File: config.mk
export PLATFORM = sky130hd
export DESIGN_NAME = mfr_engine
export DESIGN_NICKNAME = d
export VERILOG_FILES = /design/src/mfr_pkg.sv /design/src/mfr_engine.sv /design/src/mfr_sync.sv
export VERILOG_INCLUDE_DIRS = /design/src
export SDC_FILE = /design/constraint.sdc
export NUM_CORES = 1
export LEC_CHECK = 0
export BUFFER_PORTS_ARGS = -buffer_cell sky130_fd_sc_hd__buf_2
export CORE_MARGIN = 3
export CORE_UTILIZATION = 35
export DETAILED_ROUTE_END_ITERATION = 12
export SKIP_LAST_GASP = 1
export SYNTH_ARGS = -nofsm -noshare
export SYNTH_HDL_FRONTEND = slang
export SYNTH_SLANG_ARGS = --single-unit
File: constraint.sdc
create_clock -name sys_clk_in -period 4 [get_ports sys_clk_in]
set_input_delay 0.6 -clock sys_clk_in [delete_from_list [all_inputs] [get_ports sys_clk_in]]
set_output_delay 0.6 -clock sys_clk_in [all_outputs]
set_load 0.01 [all_outputs]
File: src/mfr_defs.svh
// Constants for the multi-line fast read engine.
`ifndef MFR_DEFS_SVH
`define MFR_DEFS_SVH
`define MFR_OP_DUAL_OUT      8'h3b
`define MFR_OP_DUAL_OUT_4B   8'h3c
`define MFR_OP_DUAL_IO       8'hbb
`define MFR_OP_DUAL_IO_4B    8'hbc
`define MFR_OP_QUAD_OUT      8'h6b
`define MFR_OP_QUAD_OUT_4B   8'h6c
`define MFR_DUMMY_CLKS       6'h08
`define MFR_ADDR_BITS_3B     6'h18
`define MFR_ADDR_BITS_4B     6'h20
`define MFR_OPCODE_BITS      6'h08
`endif

File: src/mfr_pkg.sv
// Types for the multi-line fast read engine.
package mfr_pkg;
	typedef enum logic [2:0] {
		MFR_IDLE,
		MFR_OPCODE,
		MFR_ADDR,
		MFR_DUMMY,
		MFR_DATA,
		MFR_IGNORE
	} mfr_state_t;
	typedef enum logic [1:0] {
		MFR_W1,
		MFR_W2,
		MFR_W4
	} mfr_width_t;
endpackage

File: src/mfr_engine.sv
// Device-side serial engine for dual and quad output fast reads.
// What this block does
// - 3Bh reads data on two lines.
// - Two-line read: address, eight dummy clocks.
// - Input ignored during dummy clocks.
// - 3Ch: two-line read, always 32-bit address.
// - BBh takes address two bits per clock.
// - BCh takes 32-bit address two bits.
// - BBh/BCh: address, dummy, data two-bit.
// - Sample rising edge, shift falling edge.
// - Address increments per byte, wraps to 0.
// - 6Bh: single address, eight dummies, quad.
// - 6Ch: 32-bit address, dummies, quad data.
// - Chip select high ends command anytime.
// - Reads rejected while a cycle busy.
`timescale 1ns/100ps
`include "mfr_defs.svh"
module mfr_engine #(
	parameter int ADDR_W = 25
) (
	// System clock and reset.
	input  wire logic              sys_clk_in,
	input  wire logic              rst_b_in,
	// Serial link pins from the host.
	input  wire logic              sclk_in,
	input  wire logic              cs_b_in,
	input  wire logic              io_line_0_in,
	input  wire logic              io_line_1_in,
	input  wire logic              io_line_2_in,
	input  wire logic              io_line_3_in,
	// Data line drivers; enables are low while driving.
	output logic                   io_line_0_out,
	output logic                   io_line_1_out,
	output logic                   io_line_2_out,
	output logic                   io_line_3_out,
	output logic                   io_line_0_oe_b_out,
	output logic                   io_line_1_oe_b_out,
	output logic                   io_line_2_oe_b_out,
	output logic                   io_line_3_oe_b_out,
	// Device mode and status.
	input  wire logic              four_byte_mode_in,
	input  wire logic              busy_in,
	// Memory read port.
	output logic      [ADDR_W-1:0] mem_addr_out,
	input  wire logic [7:0]        mem_data_in
);
	// Pin handling. Every link pin passes the same two flops, so the serial
	// clock and the data lines keep their relative timing and a rising edge
	// always meets data that has settled for many system clocks. Chip select
	// is carried inverted so that the synchroniser's cleared state reads as
	// deselected; the engine therefore never sees a false selection while
	// the reset is leaving.
	logic [6:0] pins_sync; // Synchronised pin levels.

	// Bring all link pins into the system clock domain.
	mfr_sync #(
		.WIDTH(7)
	) u_sync (
		.sys_clk_in (sys_clk_in),
		.rst_b_in   (rst_b_in),
		.async_in   ({sclk_in, ~cs_b_in, io_line_3_in, io_line_2_in, io_line_1_in, io_line_0_in, 1'b0}),
		.sync_out   (pins_sync)
	);

	logic       sclk_s;  // Synchronised serial clock.
	logic       cs_b_s;  // Synchronised chip select, active low.
	logic [3:0] din_s;   // Synchronised data lines.
	assign sclk_s = pins_sync[6];
	assign cs_b_s = ~pins_sync[5];
	assign din_s  = pins_sync[4:1];

	mfr_pkg::mfr_state_t state_reg;    // Command phase.
	mfr_pkg::mfr_state_t state_next;
	mfr_pkg::mfr_width_t width_reg;    // Lines used per clock in the data phase.
	mfr_pkg::mfr_width_t width_next;
	logic                in_dual_reg;  // Address taken on two lines.
	logic                in_dual_next;
	logic                sclk_d_reg;   // Previous serial clock level.
	logic                sclk_d_next;
	logic [5:0]          bits_reg;     // Bits left in the current phase.
	logic [5:0]          bits_next;
	logic [31:0]         shift_reg;    // Opcode and address shifter.
	logic [31:0]         shift_next;
	logic [ADDR_W-1:0]   addr_reg;     // Read address counter.
	logic [ADDR_W-1:0]   addr_next;
	logic [7:0]          byte_reg;     // Byte being shifted out.
	logic [7:0]          byte_next;
	logic [2:0]          bit_reg;      // Data bits already sent in the byte.
	logic [2:0]          bit_next;
	logic                drive_reg;    // Data lines driven.
	logic                drive_next;
	logic [3:0]          dout_reg;     // Data line output levels.
	logic [3:0]          dout_next;
	logic                rise;         // Serial clock rising edge seen.
	logic                fall;         // Serial clock falling edge seen.

	// Edge detection. The previous level resets low, which is the idle level
	// of the serial clock, so no false edge follows reset.
	assign rise = sclk_s & ~sclk_d_reg;
	assign fall = ~sclk_s & sclk_d_reg;

	// The link clock must stay well below a sixth of the system clock: each
	// serial half period needs at least three system clocks for the two flops,
	// the edge detector and the output register.
	// Phase sequencing, address capture and data shifting.
	always_comb begin
		logic [2:0] step;
		step         = 3'h1;
		state_next   = state_reg;
		width_next   = width_reg;
		in_dual_next = in_dual_reg;
		sclk_d_next  = sclk_s;
		bits_next    = bits_reg;
		shift_next   = shift_reg;
		addr_next    = addr_reg;
		byte_next    = byte_reg;
		bit_next     = bit_reg;
		drive_next   = drive_reg;
		dout_next    = dout_reg;
		unique case (width_reg)
			mfr_pkg::MFR_W1: begin
				step = 3'h1;
			end
			mfr_pkg::MFR_W2: begin
				step = 3'h2;
			end
			mfr_pkg::MFR_W4: begin
				step = 3'h4;
			end
		endcase
		if (cs_b_s) begin
			// Deselect ends any command and releases the lines.
			state_next = mfr_pkg::MFR_IDLE;
			drive_next = 1'b0;
		end else begin
			unique case (state_reg)
				mfr_pkg::MFR_IDLE: begin
					// Selection starts a single-line opcode phase.
					state_next  = mfr_pkg::MFR_OPCODE;
					bits_next   = `MFR_OPCODE_BITS;
					in_dual_next = 1'b0;
					shift_next  = '0;
				end
				mfr_pkg::MFR_OPCODE: begin
					if (rise) begin
						// Opcode bits sampled on the rising edge.
						shift_next = {shift_reg[30:0], din_s[0]};
						bits_next  = bits_reg - 6'h1;
						if (bits_reg == 6'h1) begin
							state_next = mfr_pkg::MFR_ADDR;
							bits_next  = four_byte_mode_in ? `MFR_ADDR_BITS_4B : `MFR_ADDR_BITS_3B;
							// Drop the opcode so that it cannot reach the upper address bits.
							shift_next = '0;
							unique case ({shift_reg[6:0], din_s[0]})
								`MFR_OP_DUAL_OUT: begin
									width_next = mfr_pkg::MFR_W2;
								end
								`MFR_OP_DUAL_OUT_4B: begin
									width_next = mfr_pkg::MFR_W2;
									bits_next  = `MFR_ADDR_BITS_4B;
								end
								`MFR_OP_DUAL_IO: begin
									width_next   = mfr_pkg::MFR_W2;
									in_dual_next = 1'b1;
								end
								`MFR_OP_DUAL_IO_4B: begin
									width_next   = mfr_pkg::MFR_W2;
									in_dual_next = 1'b1;
									bits_next    = `MFR_ADDR_BITS_4B;
								end
								`MFR_OP_QUAD_OUT: begin
									width_next = mfr_pkg::MFR_W4;
								end
								`MFR_OP_QUAD_OUT_4B: begin
									width_next = mfr_pkg::MFR_W4;
									bits_next  = `MFR_ADDR_BITS_4B;
								end
								default: begin
									state_next = mfr_pkg::MFR_IGNORE;
								end
							endcase
							// A read during a busy cycle is dropped untouched.
							if (busy_in) begin
								state_next = mfr_pkg::MFR_IGNORE;
							end
						end
					end
				end
				mfr_pkg::MFR_ADDR: begin
					if (rise) begin
						// Address bits enter on rising edges, one or two per clock.
						if (in_dual_reg) begin
							shift_next = {shift_reg[29:0], din_s[1:0]};
							bits_next  = bits_reg - 6'h2;
						end else begin
							shift_next = {shift_reg[30:0], din_s[0]};
							bits_next  = bits_reg - 6'h1;
						end
						if (bits_reg == (in_dual_reg ? 6'h2 : 6'h1)) begin
							state_next = mfr_pkg::MFR_DUMMY;
							bits_next  = `MFR_DUMMY_CLKS;
							addr_next  = in_dual_reg ? ADDR_W'({shift_reg[29:0], din_s[1:0]})
								: ADDR_W'({shift_reg[30:0], din_s[0]});
						end
					end
				end
				mfr_pkg::MFR_DUMMY: begin
					// Input lines are not looked at here.
					if (rise) begin
						bits_next = bits_reg - 6'h1;
						if (bits_reg == 6'h1) begin
							// The first byte is taken here, half a serial clock before it leaves.
							state_next = mfr_pkg::MFR_DATA;
							byte_next  = mem_data_in;
							bit_next   = 3'h0;
							addr_next  = addr_reg + ADDR_W'(1);
						end
					end
				end
				mfr_pkg::MFR_DATA: begin
					if (fall) begin
						// Data shifts out on falling edges, top bits first.
						drive_next = 1'b1;
						dout_next  = '0;
						unique case (width_reg)
							mfr_pkg::MFR_W4: begin
								dout_next = byte_reg[7:4];
								byte_next = {byte_reg[3:0], 4'h0};
							end
							mfr_pkg::MFR_W2: begin
								dout_next[1:0] = byte_reg[7:6];
								byte_next      = {byte_reg[5:0], 2'h0};
							end
							default: begin
								dout_next[1] = byte_reg[7];
								byte_next    = {byte_reg[6:0], 1'b0};
							end
						endcase
						bit_next = bit_reg + step;
						if (bit_reg + step == 3'h0) begin
							// Byte done: fetch next, address wraps past top.
							byte_next = mem_data_in;
							addr_next = addr_reg + ADDR_W'(1);
						end
					end
				end
				mfr_pkg::MFR_IGNORE: begin
					// Stay quiet until deselected.
					drive_next = 1'b0;
				end
				default: begin
					state_next = mfr_pkg::MFR_IDLE;
				end
			endcase
		end
	end

	// Register the engine state.
	always_ff @(posedge sys_clk_in or negedge rst_b_in) begin
		if (!rst_b_in) begin
			state_reg   <= mfr_pkg::MFR_IDLE;
			width_reg   <= mfr_pkg::MFR_W1;
			in_dual_reg <= 1'b0;
			sclk_d_reg  <= 1'b0;
			bits_reg    <= 6'h0;
			shift_reg   <= 32'h0;
			addr_reg    <= '0;
			byte_reg    <= 8'h0;
			bit_reg     <= 3'h0;
			drive_reg   <= 1'b0;
			dout_reg    <= 4'h0;
		end else begin
			state_reg   <= state_next;
			width_reg   <= width_next;
			in_dual_reg <= in_dual_next;
			sclk_d_reg  <= sclk_d_next;
			bits_reg    <= bits_next;
			shift_reg   <= shift_next;
			addr_reg    <= addr_next;
			byte_reg    <= byte_next;
			bit_reg     <= bit_next;
			drive_reg   <= drive_next;
			dout_reg    <= dout_next;
		end
	end

	// Lines 0 and 1 share one enable in every read, and lines 2 and 3 follow
	// only in four-line reads, so a two-line read leaves the upper pair to the
	// host or its pull-ups.
	// Line drivers; lines 2 and 3 drive only in four-line reads.
	assign io_line_0_out      = dout_reg[0];
	assign io_line_1_out      = dout_reg[1];
	assign io_line_2_out      = dout_reg[2];
	assign io_line_3_out      = dout_reg[3];
	assign io_line_0_oe_b_out = ~drive_reg;
	assign io_line_1_oe_b_out = ~drive_reg;
	assign io_line_2_oe_b_out = ~(drive_reg && (width_reg == mfr_pkg::MFR_W4));
	assign io_line_3_oe_b_out = ~(drive_reg && (width_reg == mfr_pkg::MFR_W4));
	assign mem_addr_out       = addr_reg;
endmodule

File: src/mfr_sync.sv
// Two-flop synchroniser for pin inputs.
`timescale 1ns/100ps
module mfr_sync #(
	parameter int WIDTH = 1
) (
	// Clock and reset.
	input  wire logic             sys_clk_in,
	input  wire logic             rst_b_in,
	// Asynchronous input and synchronised output.
	input  wire logic [WIDTH-1:0] async_in,
	output logic      [WIDTH-1:0] sync_out
);
	logic [WIDTH-1:0] meta_reg;  // First stage, read only by the second.
	logic [WIDTH-1:0] meta_next; // Next value of the first stage.
	logic [WIDTH-1:0] sync_reg;  // Second stage.
	logic [WIDTH-1:0] sync_next; // Next value of the second stage.

	// Shift the pin value through two stages.
	always_comb begin
		meta_next = async_in;
		sync_next = meta_reg;
	end

	// Register both stages.
	always_ff @(posedge sys_clk_in or negedge rst_b_in) begin
		if (!rst_b_in) begin
			meta_reg <= '0;
			sync_reg <= '0;
		end else begin
			meta_reg <= meta_next;
			sync_reg <= sync_next;
		end
	end

	assign sync_out = sync_reg;
endmodule

**After elaboration in Yosys (flattened, before gate mapping)**

Index checks and enable logic that the tools add are counted.

- Mux-type cells: 55
- Magnitude comparators: 0
- $add $sub $neg: 4
- $mul: 0
- Shift operators: 0
- Bitwise operators: 7
- Divide/modulo/power cells: 0
- Equal/unequal tests: 33
- Reduce and logical (&&, ||, !) cells: 25

Operators with widths:

| kind | count |
|---|---|
| 25-bit 2-to-1 mux | 7 |
| 24-bit 2-to-1 mux | 4 |
| 25-bit one-hot mux with 3 select lines | 1 |
| 24-bit one-hot mux with 3 select lines | 1 |
| 6-bit 2-to-1 mux | 8 |
| 3-bit 2-to-1 mux | 12 |
| 8-bit 2-to-1 mux | 4 |
| 8-bit one-hot mux with 2 select lines | 2 |
| 25-bit by 1-bit adder with 25-bit output, second input constant | 1 |
| 3-bit inequality test, second input constant | 8 |
| 6-bit one-hot mux with 4 select lines | 1 |
| 2-bit inequality test, second input constant | 10 |
| 5-bit AND reduction | 4 |
| 8-bit by 6-bit == test with 1-bit output, second input constant | 2 |
| 8-bit by 7-bit == test with 1-bit output, second input constant | 2 |
| 8-bit == test, second input constant | 2 |
| 3-bit one-hot mux with 5 select lines | 1 |
| 3-bit one-hot mux with 3 select lines | 1 |
| 8-bit AND reduction | 1 |
| 7-bit AND reduction | 1 |
| 3-bit by 2-bit == test with 1-bit output, second input constant | 2 |
| 3-bit == test, second input constant | 2 |
| 6-bit by 1-bit == test with 1-bit output, second input constant | 1 |
| 6-bit by 2-bit == test with 1-bit output | 1 |
| 26 further kinds | 45 |

- RAM bits: 0
- Memories: 0
- Latch bits: 0
- ROM bits: 0
- Register bits after elaboration: 90
- Output and inout bits: 33
- Bits of input ports: 18

**Longest topological paths before layout**

- Word-level depth: 8
- Gate-level depth with buffers: 11
- Depth with buffers taken out: 9

**By module**

From an unflattened synthesis, not the netlist that was laid out.

- Cell total of the unflattened synthesis: 622
- Area total of the unflattened synthesis: 5370.2 µm²

Modules (own cells, without submodules):

| module | cells an instance | instances | area each (µm²) |
|---|---|---|---|
| mfr_engine | 608 | 1 | 5019.8 |
| mfr_sync | 14 | 1 | 350.3 |

**Least setup slack after synthesis**

No wires, ideal clock.

- Kind: reg-to-reg
- Start: register width_reg[0]
- End: register byte_reg[4]
- Setup slack: 1257 ps
- Clock period less this slack: 2743 ps
- Required time: 3858 ps
- Cell stages (with the launch flop): 10
- Arrival time: 2601 ps
- Path through: dfrtp_1 > inv_1 > ha_1 > ha_1 > fa_1 > xor3_1 > o31ai_1 > clkbuf_1 > mux2i_1 > o21ai_0

- Word-level cells in the longest chain between the ends: 7
- Elaborated cells on any way between the ends: 10

Ends and longest elaborated chain:

| what | RTL line | RTL |
|---|---|---|
| start: declaration | mfr_engine.sv:74 | `mfr_pkg::mfr_width_t width_reg;` |
| start signal: assignment | mfr_engine.sv:262 | `width_reg <= mfr_pkg::MFR_W1;` |
| start signal: assignment | mfr_engine.sv:274 | `width_reg <= width_next;` |
| 2-bit == test (tied with other cells) | mfr_engine.sv:120, mfr_engine.sv:225 |  |
| 3-bit one-hot mux with 3 select lines | mfr_engine.sv:120 | `unique case (width_reg)` |
| 3-bit adder | mfr_engine.sv:240 | `if (bit_reg + step == 3'h0) begin` |
| 3-bit logical NOT | mfr_engine.sv:240 |  |
| 8-bit 2-to-1 mux (*) | mfr_engine.sv:240 |  |
| 8-bit 2-to-1 mux (*) | mfr_engine.sv:221 | `if (fall) begin` |
| 8-bit one-hot mux with 2 select lines (*) | mfr_engine.sv:136 | `unique case (state_reg)` |
| end signal: assignment | mfr_engine.sv:280 | `byte_reg <= byte_next;` |
| end: declaration | mfr_engine.sv:86 | `logic [7:0] byte_reg;` |

Every way passes the cells marked *; elsewhere a longest branch is shown, timed or not. The select of a mux whose other input is x is not followed.
A chain may end at the register's enable or synchronous reset.

**Worst setup path in the final report**

- Start: register width_reg[0]
- End: register addr_reg[21] (netlist: mem_addr_out[21])

- Word-level cells in the longest chain between the ends: 6
- Elaborated cells on any way between the ends: 8

Ends and longest elaborated chain:

| what | RTL line | RTL |
|---|---|---|
| 2-bit == test (tied with other cells) | mfr_engine.sv:120 |  |
| 3-bit one-hot mux with 3 select lines (*) | mfr_engine.sv:120 |  |
| 3-bit adder (*) | mfr_engine.sv:240 |  |
| 3-bit logical NOT (*) | mfr_engine.sv:240 |  |
| 2-bit inequality test (no line) (*) | n/a |  |
| 8-bit AND reduction (no line) (*) | n/a |  |
| end signal: assignment | mfr_engine.sv:279 | `addr_reg <= addr_next;` |
| end: declaration | mfr_engine.sv:84 | `logic [ADDR_W-1:0] addr_reg;` |

Every way passes the cells marked *; elsewhere a longest branch is shown, timed or not.

==> results.yml <==
route:
  drcViolationCount: 0
  via_count: 4722
  ant_nets: 0
  drt_iter0_markers: 413
  vias_per_cell: 5.70
  wl_per_cell_um: 16.4
  routed_wl_mm: 13.6
  drt_first_pass_iters: 6
timing:
  slew_viol_final: 0
  setup_slack_ns: 0.557
  timing.final.crit_share_pct: 86.1
  finClkSkew_ns: 0.0102
  setup_viol: 0
  setup_tns_ns: 0
  rsz0062_at_grt: "no"
  maxSlewHeadroom_pct: 27.1
  finalHoldViolCount: 0
  min_period_ns: 3.44
  max_freq_mhz: 290
  worst_pin_slew_ns: 1.09
  fin_hold_ws_ns: 0.350
synthesis:
  synth_warnings: 0
  synth_top_area_share_pct: 40.0
  avgSynthCellArea_um2: 8.90
  yosysSeqAreaShare_pct: 40.0
  netlist_instances: 604
  synthTopCellsByCount: "dfrtp_1 (86), nand2_1 (81), o21ai_0 (72)"
  synth.most_common_cell: "dfrtp_1"
  synth_ff_type: "dfrtp_1"
  synth_edf_count: 0
  synth_fp_nets: 633
  ys_seq_elements: 86
  synthArstFlopShare_pct: 100
  netlist_top_cells_area: "dfrtp_1 (40%), o21ai_0 (6.7%), nand2_1 (5.7%)"
  synth_area_um2: 5380
  synth.distinct_cells: 68
  synth.largest_area_cell: "dfrtp_1"
layout:
  fin_cells: 829
  seq_area_um2: 2150
  stdcell_area_um2: 6060
  areaGrowthSynthToFinish_pct: 12.7
  utilization_pct: 41.0
  multi_input_area_um2: 2930
  layout-drive-gt1-share_pct: 19.4
  layout.nets: 671
  diodes: 0
  largest_reg_flops: 25
  nFillCells: 1472
power_and_ir_drop:
  p_leak_nw: 2.58
  p_clk_share_pct: 44.4
  switching_share_pct: 23.9
  combPwrFrac_pct: 8.1
  power.total_mw: 1.91
  power_density_nw_per_um2: 315
  internal-power_mw: 1.45
  switching_power_mw: 0.455
  seqPwrFrac_pct: 47.5
  ir_worst_vdd_v: 0.000188
flow_run:
  cap_violations: 0
min_path:
  hold_path_depth: 0
  hold_path_class: "flop to flop"
clock_network:
  clk_pin_slew_ns: 0.06
  clkLatencyLatePin_ns: 0.34
  cts-hold-fix-buffers: 0
  numCtsBuffers: 9
  postCtsSetupRepairBufs: 0
  cts_root_buffer: "clkbuf_16"
  cts_sinks: 86
  htreeDepth: 3
  clock_path_buffers: 2
  cts_tree: "yes"
  cts_resized: 0
global_route:
  antenna_found_initial: 0
  grt_pass1_wl_mm: 23.1
  track_usage_pct: 16.7
  grt_max_degree: 72
  grt_overflow: 0
  grt_pass1_vias: 4549
critical_path:
  worstSetupStartpointType: "flop"
  crit_fanout: 14
  worstRegToRegCells: 10
  endpoint_kind: "flop"
  crit_arrival_ns: 3.70
  required_ns: 4.25
  path_class: "flop to flop"
placement:
  place_area_um2: 5770
  dpl.cell_count: 815
  place.port_buffers: 48
  dp_hpwl_mm: 9.35
  gp_congestion: 0.872
  dp_slack_ns: 0.541
run_status:
  outcome: "completed"
floorplan:
  die-height_um: 130
  io_pins: 51
  rows: 44
  core-area_um2: 14800
  die_w_um: 130
  start_util_pct: 36.4
  dieArea_um2: 16900
## cell type report
cell class,count,share of cell area [%]
clock buffer,13,4.30
clock inverter,1,0.496
inverter,20,1.24
multi-input combinational,459,48.4
sequential,86,35.5
tap,184,3.80
timing repair buffer,66,6.24
## final timing paths
kind | to | slack (ns) | startpoint
setup / recovery | mem_addr_out[21] | 0.56 | width_reg[0]
hold / removal | u_sync.sync_out[1] | 0.35 | u_sync.meta_reg[1]
setup reg to reg | mem_addr_out[21] | 0.56 | width_reg[0]
hold reg to reg | u_sync.sync_out[1] | 0.35 | u_sync.meta_reg[1]
max in group asynchronous | shift_reg[22] | 2.82 | rst_b_in
min in group asynchronous | u_sync.meta_reg[5] | 0.40 | rst_b_in
## critical path, cell delays in order (launching register included)
cell and delay (ns):
dfrtp_1 0.37, inv_1 0.08, ha_1 0.47, ha_1 0.27, fa_1 0.41, xor3_1 0.41
and4b_1 0.29, o22a_1 0.55, buf_4 0.28, nor2_1 0.05, a211oi_1 0.17
## power by group through the flow
stage | clock network [mW] | registers [mW] | logic, mW
2_1_floorplan | 0 | 0.911 | 0.113
3_3_place_gp | 0 | 0.922 | 0.152
3_5_place_dp | 0 | 0.923 | 0.155
4_1_cts | 0.871 | 0.906 | 0.156
5_1_grt | 0.915 | 0.909 | 0.176
6_report | 0.846 | 0.907 | 0.154
## metal layers
| layer | wire length, um | track usage, % | vias up |
|---|---|---|---|
| met3 | 623 | 2.74 | 15 |
| met1 | 6540 | 24.5 | 2301 |
| met2 | 6240 | 25.4 | 111 |
| met5 | 0 | 0 | - |
| li1 | - | - | 2295 |
| met4 | 167 | 4.89 | 0 |
## cell families after synthesis
family | Yosys count | synth area share, %
flip-flops | 86 | 40.0
adder cells (fa/ha/maj) | 11 | 2.70
multiplexers | 26 | 5.19
XOR/XNOR | 7 | 1.42
AND/OR/NAND/NOR | 200 | 18.1
AO/OA/AOI/OAI | 215 | 27.1
buffers and inverters | 59 | 5.45
## cells in the final DEF (no fill, tap or decap), types with 3 or more instances in the layout
master,netlist,routed
o22a_1,3,3
a31oi_1,3,3
a211oi_1,7,7
inv_1,20,20
nor4_1,5,5
o21ai_1,5,5
mux2_2,15,15
o211ai_1,4,4
nor3_1,15,15
o22ai_1,12,12
nor2_1,34,34
a21oi_1,18,18
nand3_1,15,15
buf_2,9,47
clkbuf_16,0,9
or3_1,7,7
nand2_1,81,81
nor3b_1,5,5
o21ai_0,72,72
and3_1,3,3
nor2b_1,10,10
nand4_1,6,6
o31ai_1,3,3
a21oi_2,25,25
a22oi_1,29,29
buf_4,3,19
and2_1,3,3
mux2i_1,11,11
dfrtp_1,86,86
xor2_1,4,4
nand2b_1,6,6
o21a_1,3,3
and3b_1,3,3
ha_1,10,10
Note: power is estimated with default switching activity, not from simulation.
